===== src/rtl/mrs_map.vh =====
`ifndef MRS_MAP_VH
`define MRS_MAP_VH
// Master return codes for master reception.
`define MRS_MASTER_RETURN_CODE_START      4'h4
`define MRS_MASTER_RETURN_CODE_FULL       4'h5
`define MRS_MASTER_RETURN_CODE_DONE       4'h6
`define MRS_MASTER_RETURN_CODE_ABORT      4'h7
`define MRS_RCR_RESET       8'hFF
// Return-code register field positions.
`define MRS_RCR_MASTER_RETURN_CODE_HI     7
`define MRS_RCR_MASTER_RETURN_CODE_LO     4
`define MRS_RCR_SLAVE_RETURN_CODE_HI     3
`define MRS_RCR_SLAVE_RETURN_CODE_LO     0
// Commands that request master communication.
`define MRS_CMD_MASTER_A    4'h8
`define MRS_CMD_MASTER_B    4'h9
// Host read deadline with a full buffer, in microseconds per mode.
`define MRS_FULL_WAIT_M0_US 1570
`define MRS_FULL_WAIT_M1_US 390
`define MRS_CLK_MHZ         100
`endif


===== src/rtl/mrs_master_rx_status.v =====
`timescale 1ns/1ns
`include "mrs_map.vh"
// Operation
// RULE1: The host prepares a master reception by writing a slave-to-master control code (0,3,4,5,6,7) to the master control register.
// RULE2: The host then starts master communication with command code 1000 or 1001.
// RULE3: The device reports 0100 once arbitration is won and the frame is sent through the data-length field.
// RULE4: After the control field the receive buffer is made ready for incoming bytes; the code sets buf_ready_o only once the three headers are stored.
// RULE5: After the data-length field the slave address, control bits and length go into the receive buffer.
// RULE6: A byte that cannot be stored because the buffer is full yields code 0101.
// RULE7: If the host reads nothing within the mode deadline while full, the pending byte is refused with a NAK.
// RULE8: Receiving all bytes given by the data-length field yields code 0110.
// RULE9: After an end or abort the received bytes stay readable and their count is shown.
// RULE10: Lost arbitration during a master reception yields code 0111.
// RULE11: A slave NAK after the address or control field of a non-broadcast frame yields code 0111.
// RULE12: A device NAK after the data-length field of a non-broadcast frame yields code 0111.
// RULE13: A frame that ends before the full data length is received yields code 0111.
// RULE14: Every end or abort clears the master request flag; the code keeps it set when a start command arrives on the same edge.
// RULE15: The master code shares a read-only return-code register with an independent slave code.
// RULE16: Each change of the return-code register raises an interrupt request if selected.
// RULE17: The mode-1 full-buffer read deadline is taken from the timing table.
module mrs_master_rx_status #(
  parameter DEPTH_LOG2 = 6,
  parameter WAIT_M0    = `MRS_FULL_WAIT_M0_US * `MRS_CLK_MHZ,
  parameter WAIT_M1    = `MRS_FULL_WAIT_M1_US * `MRS_CLK_MHZ
) (
  input  wire       clk_sys_i,
  input  wire       nrst_i,
  input  wire [3:0] master_control_i,
  input  wire       cmd_write_i,
  input  wire [3:0] command_code_i,
  input  wire       irq_enable_i,
  input  wire       mode1_i,
  input  wire [3:0] slave_return_code_i,
  input  wire       arb_won_i,
  input  wire       arb_lost_i,
  input  wire       ctrl_done_i,
  input  wire       len_done_i,
  input  wire [7:0] slave_addr_i,
  input  wire [7:0] len_i,
  input  wire       broadcast_i,
  input  wire       slave_nak_i,
  input  wire       byte_valid_i,
  input  wire [7:0] byte_i,
  input  wire       frame_end_i,
  input  wire       buf_read_i,
  output reg  [7:0] return_code_register_o,
  output reg        master_request_flag_o,
  output reg  [7:0] receive_count_register_o,
  output reg  [7:0] rx_data_o,
  output wire       rx_empty_o,
  output wire       buf_ready_o,
  output wire       byte_ack_o,
  output reg        nak_o,
  output reg        irq_o
);

localparam DEPTH  = 1 << DEPTH_LOG2;
localparam S_IDLE = 2'b00;
localparam S_HDR  = 2'b01;
localparam S_DATA = 2'b10;

reg  [1:0]            state;
reg  [7:0]            mem [0:DEPTH-1];
reg  [DEPTH_LOG2:0]   wr_ptr;
reg  [DEPTH_LOG2:0]   rd_ptr;
reg  [1:0]            hdr_idx;
reg  [7:0]            hdr_ctrl;
reg  [7:0]            expect_len;
reg  [17:0]           wait_cnt;
reg                   full_seen;
reg  [3:0]            next_code;
reg                   fin;
wire                  full;
wire [17:0]           wait_lim;
reg  [7:0]            hdr_byte;
wire [7:0]            next_rcr;
wire                  push_hdr;

////////////////////////////////////////////////////////////////////////////////

assign full       = (wr_ptr - rd_ptr) == DEPTH[DEPTH_LOG2:0];
assign rx_empty_o = (wr_ptr == rd_ptr);
assign buf_ready_o = (state == S_DATA); // RULE4
// The mode 0 deadline at the system clock needs 18 bits; a narrower counter would cut it short.
assign wait_lim   = mode1_i ? WAIT_M1[17:0] : WAIT_M0[17:0]; // RULE7 RULE17
assign push_hdr   = (state == S_HDR) && !full;
assign next_rcr   = {next_code, slave_return_code_i}; // RULE15

////////////////////////////////////////////////////////////////////////////////

// Header bytes go out in a fixed order: slave address, control bits, then length.
always @* begin
  case (hdr_idx)
    2'd0: begin
      hdr_byte = slave_addr_i;
    end
    2'd1: begin
      hdr_byte = hdr_ctrl;
    end
    default: begin
      hdr_byte = expect_len;
    end
  endcase
end
assign byte_ack_o = (state == S_DATA) && byte_valid_i && !full;

// A master reception is only armed by a master command with a read control code.
wire ctrl_is_rx = (master_control_i == 4'h0) || (master_control_i == 4'h3) ||
                  (master_control_i[3:2] == 2'b01); // RULE1
wire start_cmd  = cmd_write_i && ctrl_is_rx &&
                  ((command_code_i == `MRS_CMD_MASTER_A) || (command_code_i == `MRS_CMD_MASTER_B)); // RULE2
wire all_rx     = receive_count_register_o == expect_len;

////////////////////////////////////////////////////////////////////////////////

// Priority of frame events: a lost arbitration beats a slave refusal, which beats the end of
// the frame; a start code is only reported from idle. Only one code can be posted per edge,
// so simultaneous events collapse onto the one that ends the reception.
// The full code is posted once per stall; a refusal after an expired deadline is folded
// into the abort at the end of the frame rather than posted on its own.

always @* begin
  next_code = return_code_register_o[`MRS_RCR_MASTER_RETURN_CODE_HI:`MRS_RCR_MASTER_RETURN_CODE_LO];
  fin       = 1'b0;
  if (master_request_flag_o) begin
    if (arb_lost_i) begin
      next_code = `MRS_MASTER_RETURN_CODE_ABORT; // RULE10
      fin       = 1'b1;
    end else if (slave_nak_i && !broadcast_i && state == S_IDLE) begin
      next_code = `MRS_MASTER_RETURN_CODE_ABORT; // RULE11
      fin       = 1'b1;
    end else if (frame_end_i) begin
      next_code = (state == S_DATA && all_rx && !nak_o) ? `MRS_MASTER_RETURN_CODE_DONE : `MRS_MASTER_RETURN_CODE_ABORT; // RULE8 RULE12 RULE13
      fin       = 1'b1;
    end else if (len_done_i && arb_won_i && state == S_IDLE) begin
      next_code = `MRS_MASTER_RETURN_CODE_START; // RULE3
    end else if (state == S_DATA && byte_valid_i && full && !full_seen) begin
      next_code = `MRS_MASTER_RETURN_CODE_FULL; // RULE6
    end
  end
end

////////////////////////////////////////////////////////////////////////////////

// The pointers carry one extra bit so that a full buffer and an empty one differ.
// Header bytes are not pushed while the buffer is full; they wait in place instead.
always @(posedge clk_sys_i or negedge nrst_i) begin
  if (!nrst_i) begin
    state                    <= S_IDLE;
    wr_ptr                   <= {(DEPTH_LOG2+1){1'b0}};
    rd_ptr                   <= {(DEPTH_LOG2+1){1'b0}};
    hdr_idx                  <= 2'd0;
    hdr_ctrl                 <= 8'h00;
    expect_len               <= 8'h00;
    wait_cnt                 <= 18'd0;
    full_seen                <= 1'b0;
    nak_o                    <= 1'b0;
    irq_o                    <= 1'b0;
    rx_data_o                <= 8'h00;
    master_request_flag_o    <= 1'b0;
    receive_count_register_o <= 8'h00;
    return_code_register_o   <= `MRS_RCR_RESET;
  end else begin
    return_code_register_o <= next_rcr; // RULE15
    // The request rises on the same edge as the new code, so the host never reads a stale value.
    irq_o                  <= irq_enable_i && (next_rcr != return_code_register_o); // RULE16
    if (start_cmd) begin
      master_request_flag_o    <= 1'b1;
      receive_count_register_o <= 8'h00;
      nak_o                    <= 1'b0;
      full_seen                <= 1'b0;
    end else if (fin) begin
      master_request_flag_o <= 1'b0; // RULE14
    end
    if (buf_read_i && !rx_empty_o) begin
      rx_data_o <= mem[rd_ptr[DEPTH_LOG2-1:0]]; // RULE9
      rd_ptr    <= rd_ptr + 1'b1;
    end
    if (ctrl_done_i)
      hdr_ctrl <= {4'h0, master_control_i};
    if (fin) begin
      state <= S_IDLE;
    end else begin
      case (state)
        S_IDLE: begin
          if (master_request_flag_o && len_done_i && arb_won_i) begin
            state      <= S_HDR;
            hdr_idx    <= 2'd0;
            expect_len <= len_i;
          end
        end
        S_HDR: begin
          if (push_hdr) begin
            mem[wr_ptr[DEPTH_LOG2-1:0]] <= hdr_byte; // RULE5
            wr_ptr  <= wr_ptr + 1'b1;
            hdr_idx <= hdr_idx + 2'd1;
            if (hdr_idx == 2'd2)
              state <= S_DATA;
          end
        end
        S_DATA: begin
          if (byte_ack_o) begin
            mem[wr_ptr[DEPTH_LOG2-1:0]] <= byte_i;
            wr_ptr                      <= wr_ptr + 1'b1;
            receive_count_register_o    <= receive_count_register_o + 8'd1; // RULE9
            full_seen                   <= 1'b0;
            wait_cnt                    <= 18'd0;
          end else if (byte_valid_i && full) begin
            full_seen <= 1'b1;
            // Deadline runs while the byte waits; expiry refuses it with a NAK.
            if (wait_cnt >= wait_lim)
              nak_o <= 1'b1; // RULE7
            else
              wait_cnt <= wait_cnt + 18'd1;
          end
        end
        default: state <= S_IDLE;
      endcase
    end
  end
end

endmodule


===== config.mk =====
export PLATFORM = sky130hd
export DESIGN_NAME = mrs_master_rx_status
export DESIGN_NICKNAME = d
export VERILOG_FILES = /design/src/rtl/mrs_master_rx_status.v
export VERILOG_INCLUDE_DIRS = /design/src /design/src/rtl
export SDC_FILE = /design/constraint.sdc
export NUM_CORES = 1
export LEC_CHECK = 0
export CAP_MARGIN = 20
export CORE_ASPECT_RATIO = 0.6
export CORE_UTILIZATION = 63
export DETAILED_ROUTE_END_ITERATION = 8
export DONT_BUFFER_PORTS = 1
export PLACE_DENSITY = 0.79
export SYNTH_ARGS = -nofsm -noshare
export SYNTH_HDL_FRONTEND = slang
export SYNTH_SLANG_ARGS = --single-unit

===== constraint.sdc =====
create_clock -name clk_sys_i -period 5.9 [get_ports clk_sys_i]
set_input_delay 1.18 -clock clk_sys_i [delete_from_list [all_inputs] [get_ports clk_sys_i]]
set_output_delay 1.18 -clock clk_sys_i [all_outputs]
set_load 0.01 [all_outputs]

After elaboration in Yosys (flattened, before gate mapping)

Memory sizes are Yosys's and may differ from the RTL's. A register that Yosys moved wholly into a read port is not among the register bits.
Cells that the tools add are included.

Add/subtract/negate cells: 6
Magnitude comparators: 1
Equality and inequality tests: 20
Mux-type cells: 53
Bitwise gates (word level): 2
Reduce and logical (&&, ||, !) cells: 41

Operators by type and width:

| kind                  | number |
|---|---|
| $mux 18               | 4 |
| $mux 8                | 5 |
| $mux 1                | 26 |
| $mux 4                | 6 |
| $logic_and 1x1->1     | 20 |
| $add 18x1->18 const B | 1 |
| $ge 18x18->1          | 1 |
| $pmux 8 s2            | 1 |
| $reduce_and 4->1      | 4 |
| $add 7x1->7 const B   | 2 |
| $mux 7                | 2 |
| $pmux 7 s2            | 1 |
| $mux 2                | 6 |
| $add 8x1->8 const B   | 1 |
| $eq 4x4->1 const B    | 2 |
| $eq 8x8->1            | 1 |
| $ne 8x8->1            | 1 |
| $reduce_bool 2->1     | 4 |
| $eq 7x7->1            | 1 |
| $eq 7x7->1 const B    | 1 |
| $sub 7x7->7           | 1 |
| $eq 2x1->1 const B    | 3 |
| $logic_not 1->1       | 6 |
| $ne 2x1->1 const B    | 3 |
| other kinds (14)      | 20 |

Bits in registers: 68
RAM bits: 512
Input bits: 50
Output and inout bits: 30
Memories kept: 1

Memories:

| memory | words | width | read ports | clocked after Yosys merged registers in | write ports | RTL line                  | text |
|---|---|---|---|---|---|---|---|
| mem    | 64    | 8     | 1          | 1                                       | 1           | mrs_master_rx_status.v:63 | `reg [7:0] mem [0:DEPTH-1];` |

Depth between registers and ports, before layout

Gate-level depths: netlist of run 1.

Word-level depth: 12
Mapped depth: 12
Mapped depth without buffers: 8

Least setup slack after synthesis of run 1

OpenSTA, ideal clock, no wires.

Kind: reg-to-reg
Start point: register rd_ptr[3]
End point: memory mem[0][4] (data pin)
Arrival time: 4636 ps
Setup slack: 701 ps
Stages on the path, launching flop included: 11
Period minus slack after synthesis: 5199 ps
Cells stage by stage: dfrtp_1 clkbuf_1 clkinv_1 clkbuf_1 ha_1 and3_1 o21a_1 or4_4 a21o_1 nand3_2 mux2i_1

Word-level cells in the longest chain between the ends: 10

Ends and longest elaborated chain:

| element                                 | RTL line                   | text |
|---|---|---|
| from (decl)                             | mrs_master_rx_status.v:65  | `reg [DEPTH_LOG2:0] rd_ptr;` |
| from (signal assigned)                  | mrs_master_rx_status.v:151 | `rd_ptr <= {(DEPTH_LOG2+1){1'b0}};` |
| from (signal assigned)                  | mrs_master_rx_status.v:177 | `rd_ptr <= rd_ptr + 1'b1;` |
| $sub 7x7->7                             | mrs_master_rx_status.v:81  | `assign full = (wr_ptr - rd_ptr) == DEPTH[DEPTH_LOG2:0];` |
| $eq 7x7->1                              | mrs_master_rx_status.v:81  |  |
| $logic_not 1->1                         | mrs_master_rx_status.v:105 | `assign byte_ack_o = (state == S_DATA) && byte_valid_i && !full;` |
| $logic_and 1x1->1                       | mrs_master_rx_status.v:105 |  |
| $mux 1                                  | mrs_master_rx_status.v:202 | `if (byte_ack_o) begin` |
| $mux 1                                  | mrs_master_rx_status.v:184 | `case (state)` |
| $mux 1                                  | mrs_master_rx_status.v:181 | `if (fin) begin` |
| $logic_and 1x1->1 (not written as such) | mrs_master_rx_status.v:203 | `mem[wr_ptr[DEPTH_LOG2-1:0]] <= byte_i;` |
| $mux 1 (not written as such)            | mrs_master_rx_status.v:203 |  |
| $mux 8 (no line)                        | n/a                        |  |
| to (decl)                               | mrs_master_rx_status.v:63  |  |

No other way between the ends.

Worst setup path after layout of run 1

Start point: register rd_ptr[3]
End point: memory mem[10][2] (enable)

Word-level cells in the longest chain between the ends: 10
Elaborated cells on any way between the ends: 16
Classes of those cells: 1 x add/sub; 1 x eq/ne; 8 x mux; 1 x bitwise; 5 x reduce/logical

Ends and longest elaborated chain:

| element                              | RTL line |
|---|---|
| $sub 7x7->7 (*)                      | mrs_master_rx_status.v:81 |
| $eq 7x7->1 (*)                       | mrs_master_rx_status.v:81 |
| $logic_not 1->1 (*)                  | mrs_master_rx_status.v:86, mrs_master_rx_status.v:105 |
| $logic_and 1x1->1 (on tied branches) | mrs_master_rx_status.v:86, mrs_master_rx_status.v:105 |
| $mux 1 (on tied branches)            | mrs_master_rx_status.v:193, mrs_master_rx_status.v:202 |
| $mux 1                               | mrs_master_rx_status.v:184 |
| $mux 1                               | mrs_master_rx_status.v:181 |
| $logic_and 1x1->1 (on tied branches) | mrs_master_rx_status.v:194, mrs_master_rx_status.v:203 |
| $mux 1 (on tied branches)            | mrs_master_rx_status.v:194, mrs_master_rx_status.v:203 |
| $or 1x1->1 (no line) (*)             | n/a |

Mark *: on every way between the ends. The rest lies on a longest branch, timed or not.

==> results by group, run 1 <==
Power and ir drop
  • P per Cell Area: approximately 480 mW/mm²
  • Leak: between 9 and 10 nW
  • Reg power frac: 0.434
  • Internal: between 8 and 9 mW
  • Comb pwr share: 0.305
  • Total power: ~13 mW
  • Switching fraction of total power: 0.338
  • Max IR drop VDD: 915 µV
  • Clock power share: 0.260
  • Switching power of the nets: 4.36 mW

Drt
  • Detailed Route WL: between 50,000 and 60,000 µm
  • DRC: 0
  • Vias per cell: 6.62
  • Iter 0 DRT Violations: around 2,000
  • Drt pass-1 iters: 6
  • Total number of vias: between 10,000 and 15,000
  • Final ANT Viol Nets: 0
  • Drt wl/cell: 26.5 µm

Synthesis
  • Syn_area_per_cell: roughly 16 µm²
  • Post-synthesis cell count: between 1,500 and 2,000
  • Yosys warns: 0
  • Share of the synthesized area in the top cell type: 0.626
  • Largest family of logic cells by synthesized area: multiplexers
  • Dominant synthesized flop cell: edfxtp_1
  • Post-Synth Simple-Gate Area: 0.0712
  • Synth Area in Adders: 0.0117
  • Xor/xnor share of the synthesized area: 0.0114
  • Sequential cell area fraction in the yosys report: 0.704
  • Synth Cell Area: roughly 0.025 mm²
  • Post-Syn Nets: between 1,500 and 2,000
  • Number of flops mapped to enable cells by yosys: slightly above 500
  • Yosys top cell by area: edfxtp_1
  • Synth Area in Compound Gates: 0.0589
  • Synth area leaders: edfxtp_1 63%, dfrtp_1 6.9%, mux2i_1 6.4%
  • Count of cell types in the netlist: between 70 and 80
  • Flops & latches, synth: a little under 600
  • Mux cell area share after synthesis: 0.125
  • FFs w/ async S/R, synth: 0.129

Global routing
  • Vias in the first global route: 13,300
  • Largest net degree at the start of global routing: 83
  • Aggregate global-route resource usage: 0.284
  • Initial antenna violation count: 0
  • First-pass GRT wire length: 83,000 µm
  • Total grt overflow: 0

Floorplanning
  • Die Ht: 155 µm
  • Total Die Area: around 0.040 mm²
  • DIE WIDTH: 257 µm
  • Initial core utilization: 0.646
  • Placeable Area: ~0.038 mm²
  • Core Rows: between 50 and 60
  • Boundary pin count: 80

STA
  • Fin crit share: 0.803
  • Worst hold margin: approximately 290 ps
  • Final worst setup slack: about 1200 ps
  • Slew headroom: 0.343
  • Setup TNS: 0 ps
  • Clock period minus worst slack: 4740 ps
  • Final Hold Violating Endpoints: 0
  • Unrepaired setup endpoints after global routing: no
  • Final setup fails: 0
  • Worst Clk Skew: 13.0 ps
  • Final Max Slew Viols: 0
  • Max Freq: approximately 0.21 GHz
  • Least-Margin Pin Slew: 985 ps

Min path
  • Hold Path Class: in -> async

Finish
  • Area delta synth->final: 9.17%
  • Post-Layout Cell Count: about 2,100
  • Share of layout cells above drive strength 1: 0.135
  • Highest-count cells in the layout ignoring fill and taps: 512 x edfxtp_1, 154 x mux2i_1, 100 x nand2_1
  • # nets final: between 1,500 and 2,000
  • Commonest non-fill, non-tap cell in the layout: edfxtp_1
  • Ant diodes: 0

Setup path
  • Crit-path cells: clkinv_1, ha_1, and3_1, and2_1, a32oi_1, a21o_1, nand4_1, nor2_1
  • Buf/Inv on CP: 1
  • R2R setup slack: around 1200 ps
  • CP Max Fanout: 17
  • Startpoint Class: register
  • Crit end category: register
  • CP arrival: between 4000 and 5000 ps
  • CP max stage cell: nor2_1
  • Worst setup path class: reg -> reg
  • Critical Path RT: a little over 6000 ps
  • Crit path max-delay family: simple AND/OR/NAND/NOR gates
  • Critical Path Max Stage Delay: ~900 ps

Placed design
  • I/O Buffers: 0
  • GP Congestion: ~0.89
  • Post-DP HPWL: 34,200 µm
  • DP Worst Slack: between 1000 and 1500 ps
  • Placed insts: roughly 2,000

Clock tree
  • Clk_lat worst skew: 580 ps
  • CTS Root Cell: clkbuf_16
  • CTS max path bufs: 3
  • H-tree Lvls: 2
  • Post-cts repair resize count: 0
  • Reg clk slew, reported paths: ~70 ps
  • Total CTS buffers: 51
  • Clock sinks: 588
  • CTS tree: built
  • Setup Buffers After CTS: 0
  • Hold buffers post-CTS: 0

Run
  • Max cap viols: 0

Status
  • Outcome: completed
==> worst reg2reg max path: stages, from the launching register on <==
cell and delay, ps:
dfrtp_2 360, clkinv_1 520, ha_1 570, and3_1 220
and2_1 160, a32oi_1 460, a21o_1 430, nand4_1 730
nor2_1 900
==> cells by family after synthesis <==
group                    Yosys count
flip-flops                       588
buffers and inverters            100
AO/OA/AOI/OAI                    201
XOR/XNOR                          31
AND/OR/NAND/NOR                  362
adder cells (fa/ha/maj)           23
multiplexers                     233
==> metrics by stage <==
stage	utilization	instance area [µm²]
after global routing	0.705	26800
after floorplan	-	24600
after detailed placement	0.661	25200
final	0.705	26800
after CTS	0.705	26800
after global placement	0.661	25200
==> registers in the layout (all words and copies together) (netlist names), 4 cells and up <==
| register | count |
|---|---|
| wr_ptr | 7 |
| wait_cnt | 18 |
| receive_count_register_o | 8 |
| mem | 512 |
| expect_len | 8 |
| hdr_ctrl | 4 |
| return_code_register_o | 8 |
| rd_ptr | 7 |
| rx_data_o | 8 |
==> power by group through the flow <==
stage / combinational [mW] / clock (mW) / sequential (mW)
2_1_floorplan: 2.67 / 0 / 5.54
3_3_place_gp: 3.73 / 0 / 5.67
3_5_place_dp: 3.87 / 0 / 5.68
4_1_cts: 3.90 / 3.37 / 5.59
5_1_grt: 4.20 / 3.52 / 5.62
6_report: 3.94 / 3.35 / 5.60
==> layout make-up <==
type / count / area, µm²
well taps: 513 / 642
repair buffers: 32 / 240
flip-flops and latches: 588 / 17300
clock buffers: 70 / 1440
inverters: 23 / 86.3
multi-input cells: 850 / 6900
fillers: 2337 / 11200
clock inverters: 21 / 218
==> synthesized netlist by cell type, drive strengths merged, types with 3 or more instances <==
cell       n
a2111oi    3
a21boi     3
a21o       3
a21oi     19
a221o      4
a221oi     3
a22oi     73
a31oi     12
and2       7
and3      19
and4       6
buf       40
clkbuf    37
dfrtp     68
dfstp      8
edfxtp   512
ha        23
inv       22
mux2      18
mux2i    158
mux4      57
nand2    101
nand2b     4
nand3     43
nand3b     4
nand4     21
nand4b     5
nor2     100
nor2b     12
nor3      21
nor3b      4
o211ai    10
o21ai     22
o21bai     3
o22ai     19
o31ai      7
or3        3
or4        6
xnor2     27
xor2       4
==> worst paths after layout <==
| check | from | endpoint | depth (start not counted) |
|---|---|---|---|
| max in group asynchronous | nrst_i | return_code_register_o[6] | 0 |
| hold reg to reg | hdr_ctrl[0] | hdr_ctrl[0] | 1 |
| setup reg to reg | rd_ptr[3] | mem[10][2] | 8 |
| setup / recovery | rd_ptr[3] | mem[10][2] | 8 |
| hold / removal | nrst_i | hdr_ctrl[2] | 0 |
| min in group clk_sys_i | hdr_ctrl[0] | hdr_ctrl[0] | 1 |
==> metal layers <==
layer / share of wire / global-route usage / vias up
li1: - / - / 6055
met1: 0.44 / 0.452 / 7002
met2: 0.42 / 0.393 / 749
met3: 0.11 / 0.0775 / 80
met4: 0.019 / 0.0649 / 0
met5: 0 / 0 / -
Note: power is estimated with default switching activity, not from simulation.
==> run 2: changes to the inputs <==
==> constraint.sdc (replaced) <==
create_clock -name clk_sys_i -period 4.5 [get_ports clk_sys_i]
set_input_delay 0.9 -clock clk_sys_i [delete_from_list [all_inputs] [get_ports clk_sys_i]]
set_output_delay 0.9 -clock clk_sys_i [all_outputs]
set_load 0.01 [all_outputs]
==> run 2 against run 1 <==
Effect of this change:
- combinational power is 34% higher
- sequential power increased by 30%
- highest routed layer is now met5
- first-iteration DRC count up 3.0%
- power is 31% higher
- non-clock buffer count grew 3
- via count rose by 1.8%
- design area about the same
- routed wire length increased by 1.6%
- largest power group unchanged
- clock power rose by 28%
- register-to-register slack worse by 880 ps
==> results by group, run 2 (synthesis gave the netlist of run 1 again) <==
Status
  • Outcome: completed

Run
  • Max cap viols: 0 (unchanged)

STA
  • Final Max Slew Viols: 0 (unchanged)
  • Worst Clk Skew: 18.7 ps (+5.69 ps)
  • Unrepaired setup endpoints after global routing: no
  • Final setup fails: 0 (unchanged)
  • Fin crit share: 0.938 (+0.135)
  • Clock period minus worst slack: 4220 ps (-516 ps)
  • Least-Margin Pin Slew: 970 ps (-15.6 ps)
  • Final Hold Violating Endpoints: 0 (unchanged)
  • Max Freq: 0.237 GHz (+12%)
  • Slew headroom: 0.351 (+0.00749)
  • Worst hold margin: 161 ps (-130 ps)

Clock tree
  • Reg clk slew, reported paths: 70 ps (about the same)
  • CTS tree: built
  • CTS max path bufs: 3 (unchanged)
  • Setup Buffers After CTS: 0 (unchanged)
  • H-tree Lvls: 2 (unchanged)
  • Total CTS buffers: 51 (unchanged)
  • Clock sinks: 588 (unchanged)
  • Clk_lat worst skew: 590 ps (about the same)
  • CTS Root Cell: clkbuf_16

Drt
  • Drt wl/cell: 26.9 µm (+1.3%)
  • Iter 0 DRT Violations: 2,017 (+3.0%)
  • Final ANT Viol Nets: 0 (unchanged)
  • Vias per cell: 6.72 (+1.5%)
  • Detailed Route WL: 56,500 µm (+1.6%)
  • Total number of vias: 14,100 (+1.8%)
  • Drt pass-1 iters: 7 (+1)
  • DRC: 0 (unchanged)

Setup path
  • Stages on worst setup path: 9 (+1)
  • CP max stage cell: mux2_2
  • CP Max Fanout: 34 (+17)
  • Most used cell, CP: buf_4
  • Crit path max-delay family: compound AO/OA/AOI/OAI gates
  • Startpoint Class: register
  • Crit-path cells: ha_1, a21oi_1, o21bai_1, o21ai_1, a21o_1, buf_4, nand3_2, mux2_2, buf_4
  • Critical Path RT: 4850 ps (-1250 ps)
  • R2R setup slack: 280 ps (-880 ps)
  • Crit end category: register
  • Worst setup path class: reg -> reg
  • Worst reg2reg startpoint: wr_ptr[3]
  • Critical Path Max Stage Delay: 890 ps (about the same)
  • CP arrival: 4570 ps (-370 ps)
  • Buf/Inv on CP: 2 (+1)
  • Reg2reg path depth: 9 (+1)
  • Critical R2R Capture: mem[53][3]

Finish
  • Ant diodes: 0 (unchanged)
  • Share of layout cells above drive strength 1: 0.136 (+0.00138)
  • Area delta synth->final: 9.23% (about the same)
  • Post-Layout Cell Count: 2,103 (+0.29%)
  • Highest-count cells in the layout ignoring fill and taps: 512 x edfxtp_1, 154 x mux2i_1, 100 x nand2_1
  • Largest register FFs: 512 (unchanged)
  • Commonest non-fill, non-tap cell in the layout: edfxtp_1
  • # nets final: 1,622 (+0.19%)

Placed design
  • Placed insts: 2,007 (+0.10%)
  • I/O Buffers: 0 (unchanged)
  • Post-DP HPWL: 35,300 µm (+3.3%)
  • GP Congestion: 0.921 (+3.5%)

Floorplanning
  • Total Die Area: 0.0398 mm² (unchanged)
  • DIE WIDTH: 257 µm (unchanged)
  • Core Rows: 55 (unchanged)
  • Boundary pin count: 80 (unchanged)
  • Die Ht: 155 µm (unchanged)
  • Initial core utilization: 0.646 (unchanged)
  • Placeable Area: 0.0381 mm² (unchanged)

Global routing
  • Vias in the first global route: 13,600 (+2.5%)
  • First-pass GRT wire length: 84,900 µm (+2.2%)
  • Largest net degree at the start of global routing: 106 (+28%)
  • Initial antenna violation count: 1 (+1)
  • Aggregate global-route resource usage: 0.288 (+0.00396)
  • Total grt overflow: 0 (unchanged)

Min path
  • Hold Path Class: in -> async

Power and ir drop
  • P per Cell Area: 628 mW/mm² (+31%)
  • Leak: 9.38 nW (about the same)
  • Max IR drop VDD: 528 µV (-42%)
run 2: cell types whose count changed in the layout (fill, tap and decap cells not counted), moves of 2 or more:
cell	previous run	this run
clkinv_2	7	10
clkinv_1	5	10
clkbuf_1	12	9
inv_6	1	3
clkbuf_8	5	2
run 2: layer usage:
metal,wire [µm],part of all wire,global-route usage
met1,24400,0.43,0.462
met2,24000,0.42,0.398
met3,7050,0.12,0.0749
met4,1040,0.018,0.0624
met5,13,0.00023,0
run 2: power by group:
| part | total [mW] | leakage, nW | switching, mW | internal [mW] |
|---|---|---|---|---|
| logic | 5.29 | 2.95 | 3.48 | 1.81 |
| clock network | 4.30 | 0.787 | 1.96 | 2.34 |
| registers | 7.26 | 5.64 | 0.312 | 6.95 |
run 2: through the flow:
step	total power [mW]	setup WS [ps]	util	area, µm²	TNS, ps
final	16.8	278	0.705	26800	0
after global routing	17.4	77.0	0.705	26800	0
after CTS	16.8	333	0.705	26800	0
after detailed placement	12.5	378	0.662	25200	0
after global placement	12.3	494	0.661	25200	0
after floorplan	10.8	-699	-	24600	-178950
run 2: final cells by class:
cell class,count,area [µm²]
inverters,23,86.3
flip-flops and latches,588,17300
well taps,513,642
multi-input cells,850,6900
fillers,2361,11200
clock inverters,31,255
clock buffers,63,1360
repair buffers,35,302
run 2: worst max-delay path by stage:
| stage | startpoint | endpoint | slack [ps] |
|---|---|---|---|
| floorplan | rd_ptr[3] | mem[0][4] | -700 |
| global placement | wr_ptr[3] | mem[42][0] | 490 |
| detailed placement | wr_ptr[3] | mem[33][0] | 380 |
| CTS | wr_ptr[3] | mem[52][0] | 330 |
| global route | wr_ptr[3] | mem[22][0] | 80 |
| finish | wr_ptr[3] | mem[53][3] | 280 |
run 2: timing repair:
action                    CTS  global route
hold buffers                2             0
hold endpoints to repair   55             0
gates resized for setup     0             0
